===== config.mk =====
export PLATFORM = sky130hd
export DESIGN_NAME = ulpi_upper_register_map
export DESIGN_NICKNAME = d
export VERILOG_FILES = /design/src/common/ulpi_upper_pkg.sv /design/src/common/bvalid_edge_if.sv /design/src/hw/ulpi_upper_register_map.sv /design/src/hw/bvalid_edge_watch.sv
export SDC_FILE = /design/constraint.sdc
export NUM_CORES = 1
export LEC_CHECK = 0
export BUFFER_PORTS_ARGS = -buffer_cell sky130_fd_sc_hd__buf_2
export CORE_ASPECT_RATIO = 1.25
export CORE_UTILIZATION = 55
export DETAILED_ROUTE_END_ITERATION = 10
export MAX_ROUTING_LAYER = met4
export PLACE_DENSITY_LB_ADDON = 0.12
export SYNTH_ARGS = -nofsm -noshare
export SYNTH_HDL_FRONTEND = slang
export SYNTH_SLANG_ARGS = --single-unit
export TNS_END_PERCENT = 5

===== constraint.sdc =====
create_clock -name clk -period 1.9 [get_ports clk]
set_input_delay 0.285 -clock clk [delete_from_list [all_inputs] [get_ports clk]]
set_output_delay 0.285 -clock clk [all_outputs]
set_load 0.05 [all_outputs]

===== src/common/ulpi_upper_pkg.sv =====
// constants for the upper register bank of a ulpi transceiver
// assumes the link decoder hands over one register access per cycle
package ulpi_upper_pkg;
   // ----------------------------------------
   // register addresses
   // ----------------------------------------
   localparam logic [7:0] ADDR_SCRATCH = 8'h16;
   localparam logic [7:0] ADDR_SCRATCH_SET = 8'h17;
   localparam logic [7:0] ADDR_SCRATCH_CLR = 8'h18;
   localparam logic [7:0] ADDR_UNIMPL_LO = 8'h19;
   localparam logic [7:0] ADDR_UNIMPL_HI = 8'h2E;
   localparam logic [7:0] ADDR_EXT_ESCAPE = 8'h2F;
   localparam logic [7:0] ADDR_VENDOR_LO = 8'h30;
   localparam logic [7:0] ADDR_PWR_CTRL = 8'h3D;
   localparam logic [7:0] ADDR_PWR_CTRL_SET = 8'h3E;
   localparam logic [7:0] ADDR_PWR_CTRL_CLR = 8'h3F;
   localparam logic [7:0] ADDR_IMM_TOP = 8'h3F;
   // ----------------------------------------
   // field positions and reset values
   // ----------------------------------------
   localparam int PWR_BVALID_FALL_BIT = 3;
   localparam int PWR_BVALID_RISE_BIT = 2;
   localparam logic [7:0] SCRATCH_RST = 8'h00;
   localparam logic [7:0] PWR_CTRL_RST = 8'h00;
   localparam logic [7:0] UNMAPPED_READ = 8'h00;
   // access kind decoded from the address
   typedef enum {ACC_NONE, ACC_WRITE, ACC_SET, ACC_CLEAR} acc_kind_t;
endpackage


===== src/common/bvalid_edge_if.sv =====
// signals between the register bank and the b-session-valid edge watcher
// assumes both ends share clk
`timescale 1ns/100ps
`default_nettype none
interface bvalid_edge_if;
   logic rise_en; // report low-to-high
   logic fall_en; // report high-to-low
   logic bvalid; // session comparator level
   logic edge_evt; // one-cycle pulse, enabled edge seen
   modport bank (output rise_en, output fall_en, output bvalid, input edge_evt);
   modport watcher (input rise_en, input fall_en, input bvalid, output edge_evt);
endinterface
`default_nettype wire


===== src/hw/ulpi_upper_register_map.sv =====
// upper register bank: scratch byte, gaps, extended escape, power control
// assumes the ulpi front end has decoded one access per cycle; reg_ext
// marks an access that came through the extended escape
`timescale 1ns/100ps
`default_nettype none
module ulpi_upper_register_map
   import ulpi_upper_pkg::*;
(
   // clock and reset
   input wire logic clk,
   input wire logic rst,
   // register access from the link decoder
   input wire logic reg_wr,
   input wire logic reg_rd,
   input wire logic reg_ext,
   input wire logic [7:0] reg_addr,
   input wire logic [7:0] reg_wdata,
   // read answer
   output logic rd_valid,
   output logic [7:0] rd_data,
   // session comparator
   input wire logic bvalid,
   // rxcmd request toward the ulpi transmitter
   output logic alt_int_req,
   input wire logic alt_int_ack
);
   // ----------------------------------------
   // state
   // ----------------------------------------
   typedef struct packed {
      logic [7:0] scratch; // test byte, drives nothing
      logic [7:0] pwr_ctrl; // power control byte
      logic rd_valid; // read answer strobe
      logic [7:0] rd_data; // read answer data
      logic alt_int; // pending alt_int rxcmd
   } bank_st_t;
   bank_st_t st_ff, nxt_st;

   bvalid_edge_if eif ();

   // decide whether an access lands on an effective immediate address or nowhere
   function automatic logic eff_ok(input logic ext, input logic [7:0] a);
      // extended space folds 00h-3Fh onto immediate; 40h-FFh vanish
      eff_ok = (a <= ADDR_IMM_TOP) && (ext || (a != ADDR_EXT_ESCAPE));
   endfunction

   // which kind of write a given address is for a register triple
   function automatic acc_kind_t kind_of(input logic [7:0] a, input logic [7:0] base);
      if (a == base) begin
         kind_of = ACC_WRITE;
      end else if (a == base + 8'h01) begin
         kind_of = ACC_SET;
      end else if (a == base + 8'h02) begin
         kind_of = ACC_CLEAR;
      end else begin
         kind_of = ACC_NONE;
      end
   endfunction

   // apply write, set or clear to one byte
   function automatic logic [7:0] apply(input acc_kind_t k, input logic [7:0] cur,
                                        input logic [7:0] d);
      case (k)
         ACC_WRITE: apply = d;
         ACC_SET: apply = cur | d;
         ACC_CLEAR: apply = cur & ~d;
         default: apply = cur;
      endcase
   endfunction

   logic hit; // access lands in the immediate map
   acc_kind_t scr_kind; // scratch access kind
   acc_kind_t pwr_kind; // power control access kind

   // ----------------------------------------
   // next state
   // ----------------------------------------
   always_comb begin
      hit = eff_ok(reg_ext, reg_addr);
      scr_kind = hit ? kind_of(reg_addr, ADDR_SCRATCH) : ACC_NONE;
      pwr_kind = hit ? kind_of(reg_addr, ADDR_PWR_CTRL) : ACC_NONE;
      nxt_st = st_ff;
      // writes; gaps 19h-2Eh and other vendor slots fall through untouched
      if (reg_wr) begin
         nxt_st.scratch = apply(scr_kind, st_ff.scratch, reg_wdata);
         // reserved bits stored as written; the link keeps them zero
         nxt_st.pwr_ctrl = apply(pwr_kind, st_ff.pwr_ctrl, reg_wdata);
      end
      // read answer one cycle after the strobe; old data if written together
      nxt_st.rd_valid = reg_rd;
      nxt_st.rd_data = UNMAPPED_READ;
      if (reg_rd && scr_kind != ACC_NONE) begin
         nxt_st.rd_data = st_ff.scratch;
      end else if (reg_rd && pwr_kind != ACC_NONE) begin
         nxt_st.rd_data = st_ff.pwr_ctrl;
      end
      // pending alt_int: a new edge wins over the acknowledge
      if (alt_int_ack) begin
         nxt_st.alt_int = 1'b0;
      end
      if (eif.edge_evt) begin
         nxt_st.alt_int = 1'b1;
      end
   end

   // state register
   always_ff @(posedge clk) begin
      if (rst) begin
         st_ff <= '0;
         st_ff.scratch <= SCRATCH_RST;
         st_ff.pwr_ctrl <= PWR_CTRL_RST;
      end else begin
         st_ff <= nxt_st;
      end
   end

   // ----------------------------------------
   // edge watcher hookup; scratch feeds nothing here
   // ----------------------------------------
   assign eif.rise_en = st_ff.pwr_ctrl[PWR_BVALID_RISE_BIT];
   assign eif.fall_en = st_ff.pwr_ctrl[PWR_BVALID_FALL_BIT];
   assign eif.bvalid = bvalid;

   bvalid_edge_watch u_watch (
      .clk(clk),
      .rst(rst),
      .eif(eif)
   );

   // outputs straight from the state flops
   assign rd_valid = st_ff.rd_valid;
   assign rd_data = st_ff.rd_data;
   assign alt_int_req = st_ff.alt_int;

   // ----------------------------------------
   // checks
   // ----------------------------------------
   AST_SCR_WRITE: assert property (@(posedge clk) disable iff (rst)
      reg_wr && eff_ok(reg_ext, reg_addr) && reg_addr == ADDR_SCRATCH
      ##1 reg_rd && !reg_wr && eff_ok(reg_ext, reg_addr) && reg_addr == ADDR_SCRATCH_CLR
      |=> rd_valid && rd_data == $past(reg_wdata, 2))
      else $error("scratch did not read back written value");
   AST_SCR_RESET: assert property (@(posedge clk)
      rst |=> st_ff.scratch == SCRATCH_RST)
      else $error("scratch not zero after reset");
   AST_SET_OR: assert property (@(posedge clk) disable iff (rst)
      reg_wr && eff_ok(reg_ext, reg_addr) && reg_addr == ADDR_PWR_CTRL_SET
      |=> st_ff.pwr_ctrl == ($past(st_ff.pwr_ctrl) | $past(reg_wdata)))
      else $error("set did not or data in");
   AST_CLR_AND: assert property (@(posedge clk) disable iff (rst)
      reg_wr && eff_ok(reg_ext, reg_addr) && reg_addr == ADDR_SCRATCH_CLR
      |=> st_ff.scratch == ($past(st_ff.scratch) & ~$past(reg_wdata)))
      else $error("clear did not remove ones");
   AST_GAP_QUIET: assert property (@(posedge clk) disable iff (rst)
      reg_wr && !reg_ext && reg_addr >= ADDR_UNIMPL_LO && reg_addr <= ADDR_UNIMPL_HI
      |=> $stable(st_ff.scratch) && $stable(st_ff.pwr_ctrl))
      else $error("gap write changed a register");
   AST_ESCAPE_EMPTY: assert property (@(posedge clk) disable iff (rst)
      reg_rd && !reg_ext && reg_addr == ADDR_EXT_ESCAPE |=> rd_data == UNMAPPED_READ)
      else $error("escape address returned data");
   AST_EXT_HIGH_QUIET: assert property (@(posedge clk) disable iff (rst)
      reg_ext && reg_addr > ADDR_IMM_TOP
      |=> $stable(st_ff.scratch) && $stable(st_ff.pwr_ctrl) && rd_data == UNMAPPED_READ)
      else $error("extended high address had an effect");
   AST_EXT_ALIAS: assert property (@(posedge clk) disable iff (rst)
      reg_wr && reg_ext && reg_addr == ADDR_PWR_CTRL |=> st_ff.pwr_ctrl == $past(reg_wdata))
      else $error("extended alias missed power control");
   AST_PWR_READ: assert property (@(posedge clk) disable iff (rst)
      reg_rd && !reg_wr && !reg_ext && reg_addr == ADDR_PWR_CTRL_CLR
      |=> rd_data == st_ff.pwr_ctrl)
      else $error("power control read mismatch");
   AST_ALT_HOLD: assert property (@(posedge clk) disable iff (rst)
      alt_int_req && !alt_int_ack |=> alt_int_req)
      else $error("alt_int request dropped without ack");
   AST_EDGE_TO_REQ: assert property (@(posedge clk) disable iff (rst)
      st_ff.pwr_ctrl[PWR_BVALID_RISE_BIT] && $rose(bvalid) && !$past(rst) ##1 1'b1
      |=> alt_int_req)
      else $error("rise did not raise alt_int");
   // read strobe answers in exactly one cycle, idle cycles read 00h
   AST_RD_STROBE: assert property (@(posedge clk) disable iff (rst)
      reg_rd |=> rd_valid)
      else $error("read strobe gave no answer");
   AST_RD_IDLE: assert property (@(posedge clk) disable iff (rst)
      !reg_rd |=> !rd_valid && rd_data == UNMAPPED_READ)
      else $error("read answer outside a read");
   // the other halves of write, set and clear on both bytes
   AST_SCR_SET_OR: assert property (@(posedge clk) disable iff (rst)
      reg_wr && eff_ok(reg_ext, reg_addr) && reg_addr == ADDR_SCRATCH_SET
      |=> st_ff.scratch == ($past(st_ff.scratch) | $past(reg_wdata)))
      else $error("scratch set did not or data in");
   AST_PWR_CLR_AND: assert property (@(posedge clk) disable iff (rst)
      reg_wr && eff_ok(reg_ext, reg_addr) && reg_addr == ADDR_PWR_CTRL_CLR
      |=> st_ff.pwr_ctrl == ($past(st_ff.pwr_ctrl) & ~$past(reg_wdata)))
      else $error("power control clear did not remove ones");
   AST_PWR_WRITE: assert property (@(posedge clk) disable iff (rst)
      reg_wr && !reg_ext && reg_addr == ADDR_PWR_CTRL |=> st_ff.pwr_ctrl == $past(reg_wdata))
      else $error("power control write lost");
   // request handshake: ack clears unless a new edge lands, nothing rises unasked
   AST_ACK_CLEARS: assert property (@(posedge clk) disable iff (rst)
      alt_int_ack && !eif.edge_evt |=> !alt_int_req)
      else $error("ack did not clear alt_int request");
   AST_EVT_SETS: assert property (@(posedge clk) disable iff (rst)
      eif.edge_evt |=> alt_int_req)
      else $error("edge event did not raise alt_int");
   AST_REQ_NEEDS_EVT: assert property (@(posedge clk) disable iff (rst)
      !eif.edge_evt && !alt_int_req |=> !alt_int_req)
      else $error("alt_int request without an edge event");
   // every output and the control byte sit at their reset values after reset
   AST_RST_OUTS: assert property (@(posedge clk)
      rst |=> !rd_valid && rd_data == UNMAPPED_READ && !alt_int_req && st_ff.pwr_ctrl == PWR_CTRL_RST)
      else $error("outputs not at reset values");
   // main scenarios
   CVR_SCR_SET: cover property (@(posedge clk) disable iff (rst)
      reg_wr && reg_addr == ADDR_SCRATCH_SET);
   CVR_EXT_ACCESS: cover property (@(posedge clk) disable iff (rst)
      reg_ext && reg_rd && reg_addr == ADDR_SCRATCH);
   CVR_ALT_INT: cover property (@(posedge clk) disable iff (rst)
      alt_int_req && alt_int_ack);
   CVR_BACK_TO_BACK: cover property (@(posedge clk) disable iff (rst)
      reg_wr ##1 reg_rd);
   CVR_FALL_EVT: cover property (@(posedge clk) disable iff (rst)
      eif.edge_evt && !bvalid);
endmodule
`default_nettype wire


===== src/hw/bvalid_edge_watch.sv =====
// edge watcher on the b-session-valid level
// assumes bvalid is already synchronous to clk
`timescale 1ns/100ps
`default_nettype none
module bvalid_edge_watch
   import ulpi_upper_pkg::*;
(
   // clock and reset
   input wire logic clk,
   input wire logic rst,
   // link to the register bank
   bvalid_edge_if.watcher eif
);
   // ----------------------------------------
   // state
   // ----------------------------------------
   typedef struct packed {
      logic primed; // first sample taken after reset
      logic prev; // bvalid one cycle ago
      logic evt; // registered event pulse
   } watch_st_t;
   watch_st_t st_ff, nxt_st;

   // compare against last sample; no edge before the first sample
   always_comb begin
      nxt_st = st_ff;
      nxt_st.primed = 1'b1;
      nxt_st.prev = eif.bvalid;
      nxt_st.evt = 1'b0;
      if (st_ff.primed) begin
         // falling edge, enabled
         if (st_ff.prev && !eif.bvalid && eif.fall_en) begin
            nxt_st.evt = 1'b1;
         end
         // rising edge, enabled
         if (!st_ff.prev && eif.bvalid && eif.rise_en) begin
            nxt_st.evt = 1'b1;
         end
      end
   end

   // state register
   always_ff @(posedge clk) begin
      if (rst) begin
         st_ff <= '0;
      end else begin
         st_ff <= nxt_st;
      end
   end

   assign eif.edge_evt = st_ff.evt;

   // ----------------------------------------
   // checks
   // ----------------------------------------
   AST_FALL_EVT: assert property (@(posedge clk) disable iff (rst)
      st_ff.primed && $fell(eif.bvalid) && eif.fall_en |=> eif.edge_evt)
      else $error("enabled bvalid fall gave no event");
   AST_RISE_EVT: assert property (@(posedge clk) disable iff (rst)
      st_ff.primed && $rose(eif.bvalid) && eif.rise_en |=> eif.edge_evt)
      else $error("enabled bvalid rise gave no event");
   AST_NO_SPURIOUS: assert property (@(posedge clk) disable iff (rst)
      $stable(eif.bvalid) |=> !eif.edge_evt)
      else $error("event without bvalid edge");
endmodule
`default_nettype wire


==> results of run 1 <==
power by group:
group	switching [mW]	leakage (nW)	internal, mW	total, mW
Sequential	0.00190	0.234	0.611	0.613
Clock	0.215	0.0455	0.314	0.529
Combinational	0.0516	0.361	0.0318	0.0834
Total	0.269	0.641	0.957	1.23
cell families after synthesis:
kind of cell,after synthesis
and+or+nand+nor,56
buffers and inverters,18
xor gates and xnor gates,1
AOI/OAI and AO/OA,39
DFF,29
critical path, stage by stage:
cell and delay, ns:
buf_2 0.11, nand4b_4 0.19, nor4_4 0.50, o21ai_1 0.16
a32o_2 0.29
area by class of cell:
class / instances / area (sq um)
multi-input cells: 96 / 622
clock buffers: 7 / 55.1
inverters: 4 / 15.0
fillers: 210 / 699
flip-flops and latches: 29 / 581
repair buffers: 33 / 170
well taps: 31 / 38.8
clock inverters: 1 / 30.0
final timing paths:
path	start	endpoint	slack, ns	cells past startpoint
worst max-delay path	reg_addr[6]	eif.fall_en$_SDFFE_PP0P_	0.60	5
worst min register to register	u_watch.eif.edge_evt$_SDFF_PP0_	alt_int_req$_SDFFE_PP0P_	0.46	2
worst max register to register	eif.rise_en$_SDFFE_PP0P_	u_watch.eif.edge_evt$_SDFF_PP0_	1.13	4
worst min-delay path	reg_wdata[0]	st_ff[10]$_SDFFE_PP0P_	0.19	2
registers in the layout, summed over array words and instances (netlist names):
| signal | cells |
|---|---|
| st_ff | 14 |
| u_watch.st_ff | 2 |
| rd_data | 8 |
| eif.fall_en | 1 |
| rd_valid | 1 |
| u_watch.eif.edge_evt | 1 |
| eif.rise_en | 1 |
| alt_int_req | 1 |
cells in the final DEF (no fill, tap or decap), types with 2 or more instances in the layout:
cell type,instances
a32o_2,8
dfxtp_1,29
nor4b_2,2
o21ai_1,9
o21ai_0,8
clkbuf_4,5
nor2_1,3
inv_1,3
nand4b_1,8
buf_2,31
nand2_1,34
a31oi_1,9
buf_4,2
stage by stage:
step / utilization (%) / area [sq um]
5_1_grt: 68.4 / 1510
2_1_floorplan: - / 1300
6_report: 68.4 / 1510
3_3_place_gp: 64.5 / 1430
4_1_cts: 68.4 / 1510
3_5_place_dp: 64.5 / 1430
metal layers:
| layer | track usage [%] | wire length (microns) | up-vias |
|---|---|---|---|
| li1 | - | - | 566 |
| met1 | 30.6 | 1210 | 555 |
| met2 | 48.0 | 1600 | 40 |
| met3 | 7.40 | 147 | 9 |
| met4 | 12.6 | 69 | 0 |
| met5 | - | 0 | - |
==> flow_summary_export.csv, run 1 <==
group,metric,value,unit
synthesis,top_area_cells_in_the_synthesized_netlist,"dfxtp_1 (45%), nand2_1 (9.8%), a32o_2 (6.9%), nand4b_1 (5.4%), buf_4 (4.6%)",
synthesis,synth_fa_ha_area_share,0,%
sta,post-route-period-util,68.3,%
synthesis,synthesis.nets,166,
clock_tree,postCtsHoldBufs,0,
detailed_routing,detailedRoute.firstIterationViolations,41,
synthesis,synth.most_common_cell,"nand2_1",
grt,grt_first_pass_wirelength,5160,microns
grt,remaining_global_route_overflow,0,
clock_tree,clock_path_buffers,2,
floorplan,initial_core_util,59.0,%
grt,grt_start_max_net_pins,18,
placed_design,globalplace.congestion,0.774,
sta,skew,0.00784,ns
synthesis,synth_sequential_area_ratio,44.5,%
synthesis,yosys_most_used_dff,"dfxtp_1",
job,drv_cap,0,
sta,worst_slew_margin_rel,54.8,%
detailed_routing,drtAntennaViolNets,0,
status,run_status,"finished clean",
floorplan,chipHeight,56.4,microns
setup_path,end_kind,"register",
clock_tree,cts_resized,0,
synthesis,synth.ff_latch_count,29,
synthesis,post_synth_and_or_nand_nor_area_fraction,26.0,%
sta,final-setup-viol-count,0,
floorplan,ios,33,
sta,tightest_slew,0.675,ns
synthesis,synth-async-reset-ratio,0,%
sta,rsz0062_at_grt,"no",
sta,timing.final.ws_setup,0.602,ns
clock_tree,clock_latency,0.34,ns
setup_path,critical_path.max_fanout,8,
synthesis,synth_top_family_by_area,"simple AND/OR/NAND/NOR gates",
power_and_ir_drop,power.ir.vdd_worst,0.000488,V
setup_path,required,2.13,ns
clock_tree,clockRootBuffer,"clkbuf_4",
synthesis,synthesis.area,1300,sq um
clock_tree,clock_tree.htree_level_count,2,
floorplan,core-area,2210,sq um
finish,area_growth_syn_to_layout,15.9,%
clock_tree,tritoncts.num_buffers,5,
clock_tree,cts_tree,"built",
worst_hold_path,worstHoldPathType,"in -> reg",
sta,max_freq,0.770,GHz
power_and_ir_drop,p_per_area,811,nW/um^2
synthesis,synth.yosys.warnings,0,
placed_design,detailed_place_hpwl,2060,microns
grt,groute.usage.overall,28.7,%
synthesis,synth_cell_types,31,
synthesis,synth_compound_area_share,21.0,%
sta,final_period_minus_worst_setup_slack,1.30,ns
setup_path,start_kind,"input pin",
floorplan,floorplan.die.width,45.5,microns
setup_path,worstPathArrival,1.53,ns
setup_path,worst_setup_path_type,"in -> reg",
finish,post_layout_nonfiller_instances,201,
sta,drv_slew,0,
clock_tree,cts_setup_buffers,0,
grt,antenna_violations_before_repair,0,
synthesis,synthDominantCellAreaShare,44.5,%
synthesis,yosys.area_share.xor_xnor,0.672,%
sta,hold_viol_final,0,
clock_tree,clock-sinks,29,
detailed_routing,drt_pre_antenna_iters,4,
floorplan,placementRows,19,
detailed_routing,drcViolationCount,0,
placed_design,post-place-ws,0.288,ns
synthesis,synth.area.mux_share,0,%
detailed_routing,wl_per_cell,15.1,microns
power_and_ir_drop,design_power_total,1.23,mW
detailed_routing,dr_total_vias,1170,
sta,worst_hold_slack,0.193,ns
synthesis,syn-instance-count,143,
clock_tree,clk_pin_slew_worst_paths,0.10,ns
synthesis,synth_common_cells,"nand2_1 (34), dfxtp_1 (29), a31oi_1 (9), o21ai_1 (9)",
synthesis,synth-edff-count,0,
placed_design,placedCellCount,193,
detailed_routing,postRouteWirelength,3030,microns
placed_design,placement.io_buffers,31,
finish,antenna-diode-count,0,
finish,post_route_cells_drive_above_1_share,31.8,%
sta,timing.setup.tns,0,ns
synthesis,synth_top_area_cell,"dfxtp_1",
floorplan,die_area,2570,sq um
grt,number_of_global_route_vias_before_repair,1170,
finish,fin_nets,192,
detailed_routing,detail_route.vias_per_cell,5.82,
synthesis,avgSynthCellArea,9.12,sq um
power_and_ir_drop,power_leakage,0.641,nW
(Power assumes the default switching activity.)
==> run 2: changes to the inputs <==
--- a/config.mk
+++ b/config.mk
@@ -7,7 +7,7 @@
 export LEC_CHECK = 0
 export BUFFER_PORTS_ARGS = -buffer_cell sky130_fd_sc_hd__buf_2
 export CORE_ASPECT_RATIO = 1.25
-export CORE_UTILIZATION = 55
+export CORE_UTILIZATION = 51
 export DETAILED_ROUTE_END_ITERATION = 10
 export MAX_ROUTING_LAYER = met4
 export PLACE_DENSITY_LB_ADDON = 0.12
==> constraint.sdc (replaced) <==
create_clock -name clk -period 1.4 [get_ports clk]
set_input_delay 0.21 -clock clk [delete_from_list [all_inputs] [get_ports clk]]
set_output_delay 0.21 -clock clk [all_outputs]
set_load 0.05 [all_outputs]
==> flow_summary_export.csv, run 2 (synthesized netlist as in run 1, its figures left out) <==
group,metric,value,unit
floorplan,die_area,2760,sq um
finish,post_route_cells_drive_above_1_share,34.5,%
finish,layout_commonest_cell,"nand2_1",
finish,fill_cells,217,
floorplan,initial_core_util,53.7,%
sta,rsz0062_at_grt,"no",
setup_path,required,1.63,ns
clock_tree,clock-sinks,29,
detailed_routing,drcViolationCount,0,
setup_path,end_kind,"register",
setup_path,worstPathArrival,1.37,ns
grt,groute.layer.met1.usage,27.6,%
power_and_ir_drop,power.ir.vdd_worst,0.000655,V
detailed_routing,detailedRoute.firstIterationViolations,36,
power_and_ir_drop,power_report.internal_total,1.31,mW
grt,grt-busiest-layer,"met2",
placed_design,globalplace.congestion,0.720,
floorplan,placementRows,20,
grt,use_met2,38.0,%
sta,timing.setup.tns,0,ns
placed_design,placedCellCount,202,
sta,tightest_slew,0.409,ns
setup_path,worst_setup_path_type,"in -> reg",
setup_path,cp_slowest_stage_delay,0.33,ns
finish,largest_register_ff_count,14,
floorplan,ios,33,
finish,final_core_occ,64.5,%
clock_tree,clockRootBuffer,"clkbuf_4",
setup_path,buf_inv_stages_crit_path,2,
grt,number_of_global_route_vias_before_repair,1037,
power_and_ir_drop,p_switching,369,uW
placed_design,cell_area_after_placement,1480,sq um
clock_tree,clk_pin_slew_worst_paths,0.10,ns
sta,worst_slew_margin_rel,72.6,%
grt,groute.usage.overall,25.1,%
placed_design,placement.io_buffers,31,
clock_tree,clock_path_buffers,2,
setup_path,start_kind,"input pin",
setup_path,critPathSlowestCell,"o211a_1",
sta,final-setup-viol-count,0,
setup_path,cell_type_group_with_the_largest_total_delay_on_the_critical_path,"compound AO/OA/AOI/OAI gates",
power_and_ir_drop,p_per_area,1070,nW/um^2
grt,grt_start_max_net_pins,18,
floorplan,chipHeight,58.5,microns
clock_tree,clock_latency,0.34,ns
status,run_status,"finished clean",
clock_tree,clock_tree.htree_level_count,2,
finish,fin_nets,199,
worst_hold_path,worstHoldPathType,"in -> reg",
grt,grtUsageMet3,8.59,%
clock_tree,cts_setup_buffers,0,
power_and_ir_drop,comb_power_share,7.1,%
detailed_routing,postRouteWirelength,2970,microns
placed_design,detailed_place_hpwl,2050,microns
clock_tree,cts_tree,"built",
sta,hold_viol_final,0,
grt,remaining_global_route_overflow,0,
power_and_ir_drop,design_power_total,1.67,mW
finish,mostFrequentLayoutCells,"nand2_1 (34), buf_2 (31), dfxtp_1 (29)",
sta,skew,0.0172,ns
clock_tree,tritoncts.num_buffers,5,
sta,drv_slew,0,
job,drv_cap,0,
floorplan,core-area,2430,sq um
power_and_ir_drop,p_clk_share,43.2,%
sta,post-route-period-util,81.8,%
clock_tree,cts_resized,0,
detailed_routing,drtAntennaViolNets,0,
detailed_routing,detail_route.vias_per_cell,5.62,
finish,antenna-diode-count,0,
finish,post_layout_nonfiller_instances,210,
clock_tree,postCtsHoldBufs,0,
grt,antenna_violations_before_repair,0,
finish,fin_area,1570,sq um
sta,max_freq,0.873,GHz
detailed_routing,drt_pre_antenna_iters,4,
grt,grt_first_pass_wirelength,4570,microns
setup_path,cell_chain_of_the_critical_path,"buf_2 -> nor4b_2 -> buf_4 -> o211a_1 -> nand2_1 -> o21ai_0",
power_and_ir_drop,power.sequential.fraction,49.7,%
setup_path,timing.reg2reg.setup_slack,0.59,ns
detailed_routing,dr_total_vias,1180,
setup_path,critical_path.max_fanout,8,
sta,final_period_minus_worst_setup_slack,1.15,ns
floorplan,floorplan.die.width,47.2,microns
finish,area_growth_syn_to_layout,20.2,%
power_and_ir_drop,power_switching_share,22.0,%
finish,registers.top_by_ff_count,"st_ff",
power_and_ir_drop,power_leakage,0.676,nW
detailed_routing,wl_per_cell,14.1,microns
==> run 2: cell count changes in the layout (fill, tap and decap cells not counted), sizes merged <==
cell / change
buf: +7
==> run 2: worst reg2reg max path, cell delays in order, from the launching register on <==
cell	delay, ns
dfxtp_1	0.38
nand2_1	0.06
nor2_1	0.08
a31oi_1	0.04
nor3b_1	0.17
==> run 2: power groups by stage <==
stage          combinational (mW)  clock [mW]  sequential, mW
3_5_place_dp                0.119           0           0.851
2_1_floorplan              0.0416           0           0.856
4_1_cts                     0.119       0.740           0.832
5_1_grt                     0.128       0.782           0.833
6_report                    0.119       0.724           0.832
3_3_place_gp                0.116           0           0.851
==> run 2: layer usage <==
layer	vias to the layer above	share of wire (%)
li1	581	-
met1	562	42
met2	28	52
met3	9	3.9
met4	0	2.3
met5	-	0
==> run 2: cell type report <==
class                           count  area, sq um  area share, %
Clock inverter                      1         30.0           1.92
Tap cell                           33         41.3           2.64
Inverter                            4         15.0          0.958
Clock buffer                        7         55.1           3.51
Sequential cell                    29          581           37.1
Timing Repair Buffer               40          223           14.2
Multi-Input combinational cell     96          622           39.7
==> run 2: path summary, 6_finish.rpt <==
path	end	from	depth (start not counted)
min reg2reg	u_watch.eif.edge_evt$_SDFF_PP0_	u_watch.st_ff[2]$_DFF_P_	1
max reg2reg	u_watch.eif.edge_evt$_SDFF_PP0_	eif.rise_en$_SDFFE_PP0P_	4
min	st_ff[16]$_SDFFE_PP0P_	reg_wdata[6]	2
max	rd_data[1]$_SDFF_PP0_	reg_addr[7]	6
==> run 2: stage by stage <==
step / hold WS [ns] / setup WS [ns]
floorplan: 0.286 / 0.198
global placement: 0.422 / -0.0292
detailed placement: 0.451 / -0.0744
CTS: 0.104 / 0.240
global route: 0.103 / 0.197
finish: 0.113 / 0.255
